--- src/hdl/ubm_map.svh ---
/*
 * Register addresses, field positions, reset values and codes of the
 * serial channel and of its controller.
 * Assumes inclusion by bare name from the design and checker files.
 */
`ifndef UBM_MAP_SVH
`define UBM_MAP_SVH

// Device register addresses on the channel's own register port
`define UBM_ADDR_ASYNC_MODE 16'hff70
`define UBM_ADDR_ASYNC_STAT 16'hff71
`define UBM_ADDR_CHAN_MODE 16'hff72
`define UBM_ADDR_BAUD_CTRL 16'hff73
`define UBM_ADDR_DATA 16'hff74
`define UBM_RST_BYTE 8'h00

// Async mode register fields
`define UBM_AM_TXE 7
`define UBM_AM_RXE 6
`define UBM_AM_PAR_HI 5
`define UBM_AM_PAR_LO 4
`define UBM_AM_CL8 3
`define UBM_AM_SL2 2
`define UBM_AM_INT_SRC 0

// Channel mode register fields
`define UBM_CM_WIRE3 7
`define UBM_CM_KEEP 8'h86

// Async status register fields
`define UBM_ST_OVR 0
`define UBM_ST_FE 1
`define UBM_ST_PE 2

// Baud divider control fields and codes
`define UBM_BC_PS_HI 7
`define UBM_BC_PS_LO 4
`define UBM_BC_MOD_HI 3
`define UBM_BC_MOD_LO 0
`define UBM_PS_SLOW 4'h0
`define UBM_PS_FIRST 4'h5
`define UBM_PS_LAST 4'he
`define UBM_PS_SLOW_SHIFT 4'd10
`define UBM_MOD_BASE_M1 5'd15
`define UBM_MOD_WIRE3 4'hf

// Controller APB register offsets
`define UBM_APB_ADDR 8'h00
`define UBM_APB_WRITE 8'h04
`define UBM_APB_READ 8'h08
`define UBM_APB_STAT 8'h0c

`endif

--- src/hdl/ubm_pkg.sv ---
/*
 * Types shared by the serial channel and its controller.
 * Assumes nothing of its surroundings.
 */
package ubm_pkg;
	typedef enum logic [1:0] {
		UBM_STOP = 2'b00,
		UBM_UART = 2'b01,
		UBM_WIRE3 = 2'b10
	} ubm_mode_t;
	typedef enum logic [1:0] {
		UBM_PAR_NONE = 2'b00,
		UBM_PAR_ZERO = 2'b01,
		UBM_PAR_ODD = 2'b10,
		UBM_PAR_EVEN = 2'b11
	} ubm_par_t;
	typedef enum logic [1:0] {
		UBM_H_IDLE = 2'b00,
		UBM_H_WAIT = 2'b01
	} ubm_hst_t;
endpackage : ubm_pkg

--- src/hdl/ubm_if.sv ---
/*
 * Register port between the serial channel and its controller.
 * Assumes both ends run on the same clock.
 */
`timescale 1ns/10ps
`default_nettype none
interface ubm_if;
	logic [15:0] reg_addr;
	logic [7:0] reg_wdata;
	logic reg_wr;
	logic reg_rd;
	logic [7:0] reg_rdata;
	logic reg_rvalid;
	logic chan_busy;
	logic overrun;
	modport dev(
		input reg_addr, reg_wdata, reg_wr, reg_rd,
		output reg_rdata, reg_rvalid, chan_busy, overrun
	);
	modport ctl(
		output reg_addr, reg_wdata, reg_wr, reg_rd,
		input reg_rdata, reg_rvalid, chan_busy, overrun
	);
endinterface : ubm_if
`default_nettype wire

--- src/hdl/ubm_uart_dev.sv ---
/*
 * Serial channel: mode selection, register set, baud generator,
 * UART transmitter and receiver.
 * Assumes a controller on the same clock drives the register port and
 * keeps its own obligations; rxd and the external baud clock are async.
 */
// The APB interface to the registers was left to the implementer.
`timescale 1ns/10ps
`default_nettype none
`include "ubm_map.svh"
// Notes on behaviour
// (RULE1) Three modes: stopped, UART, three-wire
// (RULE2) Stopped mode: no transfers, pins released
// (RULE3) UART: byte after start bit, full duplex
// (RULE4) Bit clock from system clock or pin
// (RULE5) Pin source: rate is fpin/(2(k+16))
// (RULE6) Modulus field divides by value plus sixteen
// (RULE7) Prescale codes pick system clock divisor
// (RULE8) Oscillator bit selects full or half clock
// (RULE9) Baud control byte at ff73, two fields
// (RULE10) Software never rewrites baud control mid-transfer
// (RULE11) Reset clears all four registers
// (RULE12) Software writes zero for UART mode
// (RULE13) Software keeps reserved mode bits zero
// (RULE14) Internal source frees the baud pin
// (RULE15) Software halts transfers before mode change; controller blocks only ff72 writes, not ff70
// (RULE16) Overrun repeats until buffer is read
// (RULE17) Receiver checks only first stop bit
// (RULE18) Exact 31.25 kbps from system clock
// (RULE19) System source: fxx/(2^n (k+16))
// (RULE20) Frame: start, 7/8 bits, parity, stops
// (RULE21) Only even and odd parity check
// (RULE22) Data write starts frame, done pulse
// (RULE23) Pin clock synchronised before counting
module ubm_uart_dev
	import ubm_pkg::*;
(
	input wire logic clk_sys,
	input wire logic resetn,
	input wire logic ce,
	input wire logic oscillator_mode_bit,
	input wire logic ext_baud_clock_in,
	input wire logic rxd_in,
	ubm_if.dev bus,
	output logic txd_out,
	output logic txd_oe_n,
	output logic rx_pin_claim,
	output logic clk_pin_claim,
	output logic transmit_done_irq
);
	logic [7:0] chan_mode_reg_q;
	logic [7:0] async_mode_reg_q;
	logic [7:0] async_status_reg_q;
	logic [7:0] baud_divider_control_q;
	logic [7:0] receive_buffer_q;
	logic rx_full_q;
	logic [7:0] rdata_q;
	logic rvalid_q;
	logic ext_s1_q, ext_s2_q, ext_s3_q;
	logic rxd_s1_q, rxd_s2_q;
	logic fxx_ph_q;
	logic [9:0] pre_q;
	logic [4:0] div_q;
	logic [4:0] rx_div_q;
	logic [11:0] tx_sh_q;
	logic [3:0] tx_cnt_q;
	logic tx_h_q, tx_act_q, txd_q, irq_q;
	logic [9:0] rx_sh_q;
	logic [3:0] rx_idx_q;
	logic rx_h_q, rx_act_q;
	ubm_mode_t mode;
	ubm_par_t par;
	logic wr, rd, bc_wr, tx_go, uart_tx, uart_rx, cl8, sl2;
	logic [3:0] ps, mdl, shift;
	logic pre_ok, mod_ok, fxx_en, ext_rise, src_tick, half_tick, rx_wrap;
	logic [9:0] mask;
	logic [4:0] kmax;
	logic [7:0] tx_d, rx_d;
	logic tx_p, rx_p, rx_done, rx_last, rx_pe;
	logic [3:0] len, nb;
	logic [11:0] frame;
	logic [9:0] rx_w;
	logic rd_rxb;

	assign wr = ce & bus.reg_wr;
	assign rd = ce & bus.reg_rd;
	assign ps = baud_divider_control_q[`UBM_BC_PS_HI:`UBM_BC_PS_LO];
	assign mdl = baud_divider_control_q[`UBM_BC_MOD_HI:`UBM_BC_MOD_LO];
	assign par = ubm_par_t'(async_mode_reg_q[`UBM_AM_PAR_HI:`UBM_AM_PAR_LO]);
	assign cl8 = async_mode_reg_q[`UBM_AM_CL8];
	assign sl2 = async_mode_reg_q[`UBM_AM_SL2];

	// (RULE1) mode decode
	always_comb begin
		if (chan_mode_reg_q[`UBM_CM_WIRE3])
			mode = UBM_WIRE3;
		else if (async_mode_reg_q[`UBM_AM_TXE] | async_mode_reg_q[`UBM_AM_RXE])
			mode = UBM_UART;
		else
			mode = UBM_STOP;
	end
	// (RULE3) full duplex enables
	assign uart_tx = (mode == UBM_UART) & async_mode_reg_q[`UBM_AM_TXE];
	assign uart_rx = (mode == UBM_UART) & async_mode_reg_q[`UBM_AM_RXE];
	// (RULE2) stopped mode frees pins
	assign rx_pin_claim = (mode != UBM_STOP);
	assign txd_oe_n = ~(uart_tx | (mode == UBM_WIRE3));
	// (RULE14) internal source frees pin
	assign clk_pin_claim = (mode == UBM_WIRE3) |
		((mode == UBM_UART) & ~async_mode_reg_q[`UBM_AM_INT_SRC]);
	assign txd_out = txd_q;
	assign transmit_done_irq = irq_q;

	// (RULE11) reset clears registers
	always_ff @(posedge clk_sys or negedge resetn) begin
		if (!resetn) begin
			chan_mode_reg_q <= `UBM_RST_BYTE;
			async_mode_reg_q <= `UBM_RST_BYTE;
			baud_divider_control_q <= `UBM_RST_BYTE;
		end else if (wr) begin
			if (bus.reg_addr == `UBM_ADDR_CHAN_MODE)
				chan_mode_reg_q <= bus.reg_wdata;
			if (bus.reg_addr == `UBM_ADDR_ASYNC_MODE)
				async_mode_reg_q <= bus.reg_wdata;
			// (RULE9) whole-byte baud write
			if (bc_wr)
				baud_divider_control_q <= bus.reg_wdata;
		end
	end
	assign bc_wr = wr & (bus.reg_addr == `UBM_ADDR_BAUD_CTRL);

	// Register read port, answer one cycle after the strobe
	always_ff @(posedge clk_sys or negedge resetn) begin
		if (!resetn) begin
			rdata_q <= 8'h00;
			rvalid_q <= 1'b0;
		end else if (ce) begin
			rvalid_q <= bus.reg_rd;
			if (rd) begin
				unique case (bus.reg_addr)
					`UBM_ADDR_ASYNC_MODE: rdata_q <= async_mode_reg_q;
					`UBM_ADDR_ASYNC_STAT: rdata_q <= async_status_reg_q;
					`UBM_ADDR_CHAN_MODE: rdata_q <= chan_mode_reg_q;
					`UBM_ADDR_BAUD_CTRL: rdata_q <= baud_divider_control_q;
					`UBM_ADDR_DATA: rdata_q <= receive_buffer_q;
					default: rdata_q <= 8'h00;
				endcase
			end
		end
	end
	assign bus.reg_rdata = rdata_q;
	assign bus.reg_rvalid = rvalid_q;
	assign bus.chan_busy = tx_act_q | rx_act_q;
	assign bus.overrun = async_status_reg_q[`UBM_ST_OVR];

	// (RULE23) two-stage pin synchronisers
	always_ff @(posedge clk_sys or negedge resetn) begin
		if (!resetn) begin
			ext_s1_q <= 1'b0;
			ext_s2_q <= 1'b0;
			ext_s3_q <= 1'b0;
			rxd_s1_q <= 1'b1;
			rxd_s2_q <= 1'b1;
		end else if (ce) begin
			ext_s1_q <= ext_baud_clock_in;
			ext_s2_q <= ext_s1_q;
			ext_s3_q <= ext_s2_q;
			rxd_s1_q <= rxd_in;
			rxd_s2_q <= rxd_s1_q;
		end
	end
	assign ext_rise = ce & ext_s2_q & ~ext_s3_q;

	// (RULE7) prescale code decode
	always_comb begin
		pre_ok = 1'b1;
		shift = 4'd0;
		if (ps == `UBM_PS_SLOW)
			shift = `UBM_PS_SLOW_SHIFT;
		else if (ps >= `UBM_PS_FIRST && ps <= `UBM_PS_LAST)
			shift = ps - `UBM_PS_FIRST;
		else
			pre_ok = 1'b0;
	end
	assign mask = 10'((11'h001 << shift) - 11'h001);
	// (RULE8) half rate when oscillator bit low
	assign fxx_en = ce & (oscillator_mode_bit | fxx_ph_q);
	// (RULE4) source select
	assign src_tick = async_mode_reg_q[`UBM_AM_INT_SRC] ?
		(fxx_en & pre_ok & ((pre_q & mask) == mask)) : ext_rise;
	// (RULE6) divide by k plus sixteen
	assign kmax = {1'b0, mdl} + `UBM_MOD_BASE_M1;
	assign mod_ok = (mdl != `UBM_MOD_WIRE3);
	// (RULE19) half-bit tick, two per bit
	assign half_tick = src_tick & mod_ok & (div_q == kmax);
	// (RULE5) pin edges counted the same way
	assign rx_wrap = src_tick & mod_ok & (rx_div_q == kmax);

	// (RULE18) exact integer divide chain
	always_ff @(posedge clk_sys or negedge resetn) begin
		if (!resetn) begin
			fxx_ph_q <= 1'b0;
			pre_q <= 10'h000;
			div_q <= 5'h00;
		end else if (bc_wr) begin
			fxx_ph_q <= 1'b0;
			pre_q <= 10'h000;
			div_q <= 5'h00;
		end else if (ce) begin
			fxx_ph_q <= ~fxx_ph_q;
			if (fxx_en)
				pre_q <= pre_q + 10'h001;
			if (half_tick)
				div_q <= 5'h00;
			else if (src_tick)
				div_q <= div_q + 5'h01;
		end
	end

	// (RULE20) frame layout
	assign tx_d = cl8 ? bus.reg_wdata : {1'b0, bus.reg_wdata[6:0]};
	always_comb begin
		unique case (par)
			UBM_PAR_EVEN: tx_p = ^tx_d;
			UBM_PAR_ODD: tx_p = ~^tx_d;
			UBM_PAR_ZERO: tx_p = 1'b0;
			UBM_PAR_NONE: tx_p = 1'b1;
		endcase
	end
	assign frame = cl8 ? {2'b11, tx_p, tx_d, 1'b0} :
		{3'b111, tx_p, tx_d[6:0], 1'b0};
	assign len = 4'd1 + (cl8 ? 4'd8 : 4'd7) +
		((par != UBM_PAR_NONE) ? 4'd1 : 4'd0) + (sl2 ? 4'd2 : 4'd1);
	// (RULE17) receiver expects one stop bit
	assign nb = len - 4'd1 - (sl2 ? 4'd1 : 4'd0);

	// (RULE22) data write starts a frame
	assign tx_go = wr & (bus.reg_addr == `UBM_ADDR_DATA) & uart_tx & ~tx_act_q;
	always_ff @(posedge clk_sys or negedge resetn) begin
		if (!resetn) begin
			tx_act_q <= 1'b0;
			tx_h_q <= 1'b0;
			tx_cnt_q <= 4'h0;
			tx_sh_q <= 12'hfff;
			txd_q <= 1'b1;
			irq_q <= 1'b0;
		end else if (ce) begin
			irq_q <= 1'b0;
			if (tx_go) begin
				tx_act_q <= 1'b1;
				tx_h_q <= 1'b0;
				tx_sh_q <= frame;
				tx_cnt_q <= len;
				txd_q <= 1'b0;
			end else if (tx_act_q && !uart_tx) begin
				tx_act_q <= 1'b0;
				txd_q <= 1'b1;
			end else if (tx_act_q && half_tick) begin
				tx_h_q <= ~tx_h_q;
				if (tx_h_q) begin
					tx_sh_q <= {1'b1, tx_sh_q[11:1]};
					tx_cnt_q <= tx_cnt_q - 4'd1;
					txd_q <= tx_sh_q[1];
					// (RULE22) done pulse when emptied
					if (tx_cnt_q == 4'd1) begin
						tx_act_q <= 1'b0;
						irq_q <= 1'b1;
						txd_q <= 1'b1;
					end
				end
			end
		end
	end

	// Receiver: own phase counter restarted at the start edge
	assign rx_last = rx_act_q & rx_wrap & ~rx_h_q & (rx_idx_q == nb);
	assign rx_done = ce & rx_last;
	assign rx_w = 10'({rxd_s2_q, rx_sh_q[9:1]} >> (4'd10 - nb));
	assign rx_d = cl8 ? rx_w[7:0] : {1'b0, rx_w[6:0]};
	assign rx_p = cl8 ? rx_w[8] : rx_w[7];
	// (RULE21) only even and odd check
	assign rx_pe = ((par == UBM_PAR_EVEN) & (^rx_d ^ rx_p)) |
		((par == UBM_PAR_ODD) & ~(^rx_d ^ rx_p));
	always_ff @(posedge clk_sys or negedge resetn) begin
		if (!resetn) begin
			rx_act_q <= 1'b0;
			rx_h_q <= 1'b0;
			rx_idx_q <= 4'h0;
			rx_div_q <= 5'h00;
			rx_sh_q <= 10'h000;
		end else if (ce) begin
			if (!uart_rx) begin
				rx_act_q <= 1'b0;
			end else if (!rx_act_q) begin
				if (!rxd_s2_q) begin
					rx_act_q <= 1'b1;
					rx_h_q <= 1'b0;
					rx_idx_q <= 4'h0;
					rx_div_q <= 5'h00;
				end
			end else begin
				if (rx_wrap)
					rx_div_q <= 5'h00;
				else if (src_tick)
					rx_div_q <= rx_div_q + 5'h01;
				if (rx_wrap) begin
					rx_h_q <= ~rx_h_q;
					if (!rx_h_q) begin
						rx_idx_q <= rx_idx_q + 4'd1;
						if (rx_idx_q != 4'h0)
							rx_sh_q <= {rxd_s2_q, rx_sh_q[9:1]};
						if ((rx_idx_q == 4'h0 && rxd_s2_q) || rx_last)
							rx_act_q <= 1'b0;
					end
				end
			end
		end
	end

	// (RULE16) overrun repeats while buffer unread
	always_ff @(posedge clk_sys or negedge resetn) begin
		if (!resetn) begin
			async_status_reg_q <= `UBM_RST_BYTE;
			receive_buffer_q <= 8'h00;
			rx_full_q <= 1'b0;
		end else if (ce) begin
			if (rx_done) begin
				async_status_reg_q <= 8'h00;
				async_status_reg_q[`UBM_ST_PE] <= rx_pe;
				async_status_reg_q[`UBM_ST_FE] <= ~rxd_s2_q;
				async_status_reg_q[`UBM_ST_OVR] <= rx_full_q & ~rd_rxb;
				rx_full_q <= 1'b1;
				if (!rx_full_q || rd_rxb)
					receive_buffer_q <= rx_d;
			end else if (rd_rxb) begin
				rx_full_q <= 1'b0;
			end
		end
	end
	assign rd_rxb = rd & (bus.reg_addr == `UBM_ADDR_DATA);
endmodule : ubm_uart_dev
`default_nettype wire

--- src/flat_wrapper.sv ---
// flat-port wrapper written by rule: the top's interface ports become plain ports
module ubm_uart_dev_flat import ubm_pkg::*;
  (clk_sys, resetn, ce, oscillator_mode_bit, ext_baud_clock_in, rxd_in, txd_out, txd_oe_n, rx_pin_claim, clk_pin_claim, transmit_done_irq, bus_reg_addr, bus_reg_wdata, bus_reg_wr, bus_reg_rd, bus_reg_rdata, bus_reg_rvalid, bus_chan_busy, bus_overrun);
  ubm_if bus_i ();
  input wire logic clk_sys;
  input wire logic resetn;
  input wire logic ce;
  input wire logic oscillator_mode_bit;
  input wire logic ext_baud_clock_in;
  input wire logic rxd_in;
  output logic txd_out;
  output logic txd_oe_n;
  output logic rx_pin_claim;
  output logic clk_pin_claim;
  output logic transmit_done_irq;
  input wire logic [$bits(bus_i.reg_addr)-1:0] bus_reg_addr;
  input wire logic [$bits(bus_i.reg_wdata)-1:0] bus_reg_wdata;
  input wire logic [$bits(bus_i.reg_wr)-1:0] bus_reg_wr;
  input wire logic [$bits(bus_i.reg_rd)-1:0] bus_reg_rd;
  output wire logic [$bits(bus_i.reg_rdata)-1:0] bus_reg_rdata;
  output wire logic [$bits(bus_i.reg_rvalid)-1:0] bus_reg_rvalid;
  output wire logic [$bits(bus_i.chan_busy)-1:0] bus_chan_busy;
  output wire logic [$bits(bus_i.overrun)-1:0] bus_overrun;
  assign bus_i.reg_addr = bus_reg_addr;
  assign bus_i.reg_wdata = bus_reg_wdata;
  assign bus_i.reg_wr = bus_reg_wr;
  assign bus_i.reg_rd = bus_reg_rd;
  assign bus_reg_rdata = bus_i.reg_rdata;
  assign bus_reg_rvalid = bus_i.reg_rvalid;
  assign bus_chan_busy = bus_i.chan_busy;
  assign bus_overrun = bus_i.overrun;
  ubm_uart_dev u_core (.clk_sys(clk_sys), .resetn(resetn), .ce(ce), .oscillator_mode_bit(oscillator_mode_bit), .ext_baud_clock_in(ext_baud_clock_in), .rxd_in(rxd_in), .bus(bus_i), .txd_out(txd_out), .txd_oe_n(txd_oe_n), .rx_pin_claim(rx_pin_claim), .clk_pin_claim(clk_pin_claim), .transmit_done_irq(transmit_done_irq));
endmodule
--- config.mk ---
export PLATFORM = sky130hd
export DESIGN_NAME = ubm_uart_dev_flat
export DESIGN_NICKNAME = d
export VERILOG_FILES = /design/src/hdl/ubm_pkg.sv /design/src/hdl/ubm_if.sv /design/src/hdl/ubm_uart_dev.sv /design/src/flat_wrapper.sv
export VERILOG_INCLUDE_DIRS = /design/src /design/src/hdl
export SDC_FILE = /design/constraint.sdc
export NUM_CORES = 1
export LEC_CHECK = 0
export ABC_AREA = 1
export BUFFER_PORTS_ARGS = -buffer_cell sky130_fd_sc_hd__buf_2
export CORE_MARGIN = 3
export CORE_UTILIZATION = 65
export CTS_CLUSTER_DIAMETER = 150
export DETAILED_ROUTE_END_ITERATION = 6
export GPL_TIMING_DRIVEN = 0
export HOLD_SLACK_MARGIN = 0.05
export PLACE_DENSITY = 0.85
export SETUP_SLACK_MARGIN = 0.1
export SYNTH_ARGS = -nofsm -noshare
export SYNTH_HDL_FRONTEND = slang
export SYNTH_SLANG_ARGS = --single-unit
--- constraint.sdc ---
create_clock -name clk_sys -period 8.49 [get_ports clk_sys]
set_clock_uncertainty 0.15 [all_clocks]
set_input_delay 1.2735 -clock clk_sys [delete_from_list [all_inputs] [get_ports clk_sys]]
set_output_delay 1.2735 -clock clk_sys [all_outputs]
set_load 0.02 [all_outputs]
==> metrics <==
Hold Buf Count CTS=0; total die area=0.0114 mm^2; pwr/cell area=142 mW/mm^2; Syn Inst Count=896; Yosys warnings=0; PortBufs=46; number of I/O pins=48; Post-synth top flop=dfrtp_1; critical path capture point type=flop; async set-or-reset flop fraction in the synthesized netlist=1.00; Final Hold Fails=0; Distinct cells, synth=50; Slew @ Worst Pin=0.597 ns; Req. time, crit path=8.66 ns; wire length on met2=7.21 mm; vias in the first global route=5,627; row count=36; top layer used by detailed routing=met4; # fillers=832; Startpoint Class=flop; Pleak=3.70 nW; postcts setup bufs=0; Critical Path Fanout Max=9; Post-Syn Nets=949; ANT nets after route=0; DRT iter0 DRCs=526; final WL=15.3 mm; Syn Area/Cell=7.35 um^2; maximum vdd drop=0.0000893 V; pin count of the biggest net entering global routing=60; first-pass GRT wire length=26.0 mm; Final setup violation count=0; DR DRC count=0; unrepaired setup endpoints after global routing=no; ant diodes=0; H-tree levels=3; Starting Density=0.670; status=completed; Clock Root Buffer=clkbuf_8; number of synthesized flops with an enable pin=0; Clk pin slew, worst setup/hold paths=0.10 ns; CTS Sinks=103; FF-to-FF setup slack=3.93 ns; Slew HR=0.602; WP data arrival=4.73 ns; Die Span Y=107 um; vias per std cell=5.46; Seq/Total Area, Yosys=0.394; Die Wd=107 um; Clock Latency Late Sink=0.38 ns; CTS tree=done; CTS buffer count=9; HP Class=flop to flop; routed length on met3=818 um; WL met1=6.98 mm; post-route setup slack=3.93 ns; fin crit share=0.538; Max Cap Viol=0; Slew Viols, Final=0; Crit Path Category=flop to flop; #FFs+latches synth=103; post-CTS sizing=0; Net count, final=1,007; initial antenna violation count=0; P&R area growth vs syn=9.46%; post-DP HPWL=11.9 mm; gr ovfl total=0; Wirelength per Cell=14.0 um; post-synthesis instance area=0.00658 mm^2; Detailed Routing Iterations Pass 1=5; post-route insts no fill=1,092; shortest period the worst path allows=4.56 ns; Core Footprint=0.00982 mm^2; maximum clock path buffer count=2; Setup WS pre-CTS=3.98 ns; GP Congestion=0.919; fraction of layout instances using a drive strength above 1=0.144; TNS Setup=0 ns; total global-route track usage=0.284; fmax=0.219 GHz; placed insts=1,076; DR vias=5,958
-- kinds of logic after synthesis --
| kind of cell | after synthesis | synth area share |
|---|---|---|
| AOI/OAI and AO/OA | 153 | 0.133 |
| xor gates and xnor gates | 28 | 0.0372 |
| adders and majority gates | 21 | 0.0399 |
| buffers and inverters | 157 | 0.0933 |
| DFF | 103 | 0.394 |
| muxes | 6 | 0.00950 |
| and+or+nand+nor | 428 | 0.293 |
-- synthesized netlist by cell type, types with 11 or more instances --
library cell,instances,share of area
o21ai_0,87,0.066
nand3_1,52,0.040
nand4_1,14,0.013
a21oi_1,22,0.017
xor2_1,21,0.028
dfstp_2,12,0.048
nor3_1,15,0.011
nand2_1,247,0.14
o21ai_1,13,0.0099
inv_2,12,0.0068
inv_1,123,0.070
dfrtp_1,91,0.35
nor2_1,62,0.035
clkbuf_1,11,0.0063
ha_1,21,0.040
-- state kept, by name, summed over array words and instances, names as in the netlist, 3 cells and up --
register and flops:
u_core.receive_buffer_q 8, u_core.rx_sh_q 9, u_core.pre_q 10, u_core.chan_mode_reg_q 8, u_core.rx_idx_q 4, u_core.div_q 5, u_core.async_mode_reg_q 8, u_core.baud_divider_control_q 8
u_core.rx_div_q 5, u_core.tx_sh_q 9, u_core.async_status_reg_q 3, u_core.tx_cnt_q 4, u_core.bus.reg_rdata 8
-- final cells by class --
class,count,area (um^2),area share
buffer,19,93.8,0.0130
timing repair buffer,47,260,0.0361
clock inverter,7,72.6,0.0101
sequential,103,2590,0.360
inverter,138,520,0.0722
tap,133,166,0.0231
clock buffer,9,124,0.0172
multi-input combinational,636,3380,0.469
-- worst max-delay path, cell delays in order, from the launching register on --
cell and delay, ns:
dfrtp_1 0.51, inv_1 0.21, ha_1 0.32, inv_1 0.04, ha_1 0.20, ha_1 0.29, inv_1 0.06, ha_1 0.35
inv_1 0.12, ha_1 0.28, clkbuf_1 0.28, clkinv_1 0.29, o21ai_0 0.30, nand2_1 0.10, o21ai_0 0.12, o211ai_1 0.15
nand2_1 0.08, nand2_1 0.05, nand2_1 0.07, nand3_1 0.06, nand2_1 0.07, inv_1 0.04, nand2_1 0.05, nand2_1 0.04
nor2_1 0.13, nor2_1 0.05, nor2_1 0.07
-- metal layers --
layer / up-vias / track usage
li1: 2998 / -
met1: 2751 / 0.388
met2: 176 / 0.473
met3: 33 / 0.0464
met4: 0 / 0.0731
met5: - / 0
-- final timing paths --
kind,from,endpoint,cells past startpoint
max,u_core.async_mode_reg_q[3],u_core.async_status_reg_q[2],26
min,u_core.rxd_s1_q,u_core.rxd_s1_q,2
max reg2reg,u_core.async_mode_reg_q[3],u_core.async_status_reg_q[2],26
min reg2reg,u_core.rxd_s1_q,u_core.rxd_s1_q,2
max in group asynchronous,resetn,u_core.tx_sh_q[8],2
min in group asynchronous,resetn,u_core.rx_div_q[2],1
-- cell usage in the layout, fill, tap and decap left out, types with 3 or more instances in the layout --
cell	synthesis	final
nor2_2	4	4
ha_1	21	21
o21ai_1	13	13
xnor2_1	7	7
buf_2	6	51
inv_2	12	12
xor2_1	21	21
nor4_1	4	4
o21ai_0	87	87
a21oi_1	22	22
nand2_1	247	247
nand2_2	8	8
mux2i_1	4	4
o21ai_2	9	9
dfrtp_1	91	91
a221oi_1	5	5
clkbuf_8	0	9
nand3_1	52	52
nand3_2	5	5
nor2_4	3	3
clkbuf_1	11	11
o32a_1	3	3
nor2_1	62	62
nor3_1	15	15
dfstp_2	12	12
nand4_1	14	14
inv_1	123	123
-- where the power goes --
| part | total [W] | switching (W) | internal [W] |
|---|---|---|---|
| registers | 0.000556 | 0.0000291 | 0.000527 |
| logic | 0.000159 | 0.0000972 | 0.0000622 |
| clock network | 0.000311 | 0.000175 | 0.000137 |
-- per-stage QoR --
stage          total power, W  hold slack, ns  utilization  cell area [um^2]
6_report              0.00103           0.317        0.734              7210
5_1_grt               0.00108           0.351        0.734              7210
4_1_cts               0.00103           0.322        0.734              7210
3_5_place_dp         0.000722           0.308        0.714              7010
3_3_place_gp         0.000718           0.302        0.711              6980
2_1_floorplan        0.000672           0.292            -              6580
(Power assumes the default switching activity.)
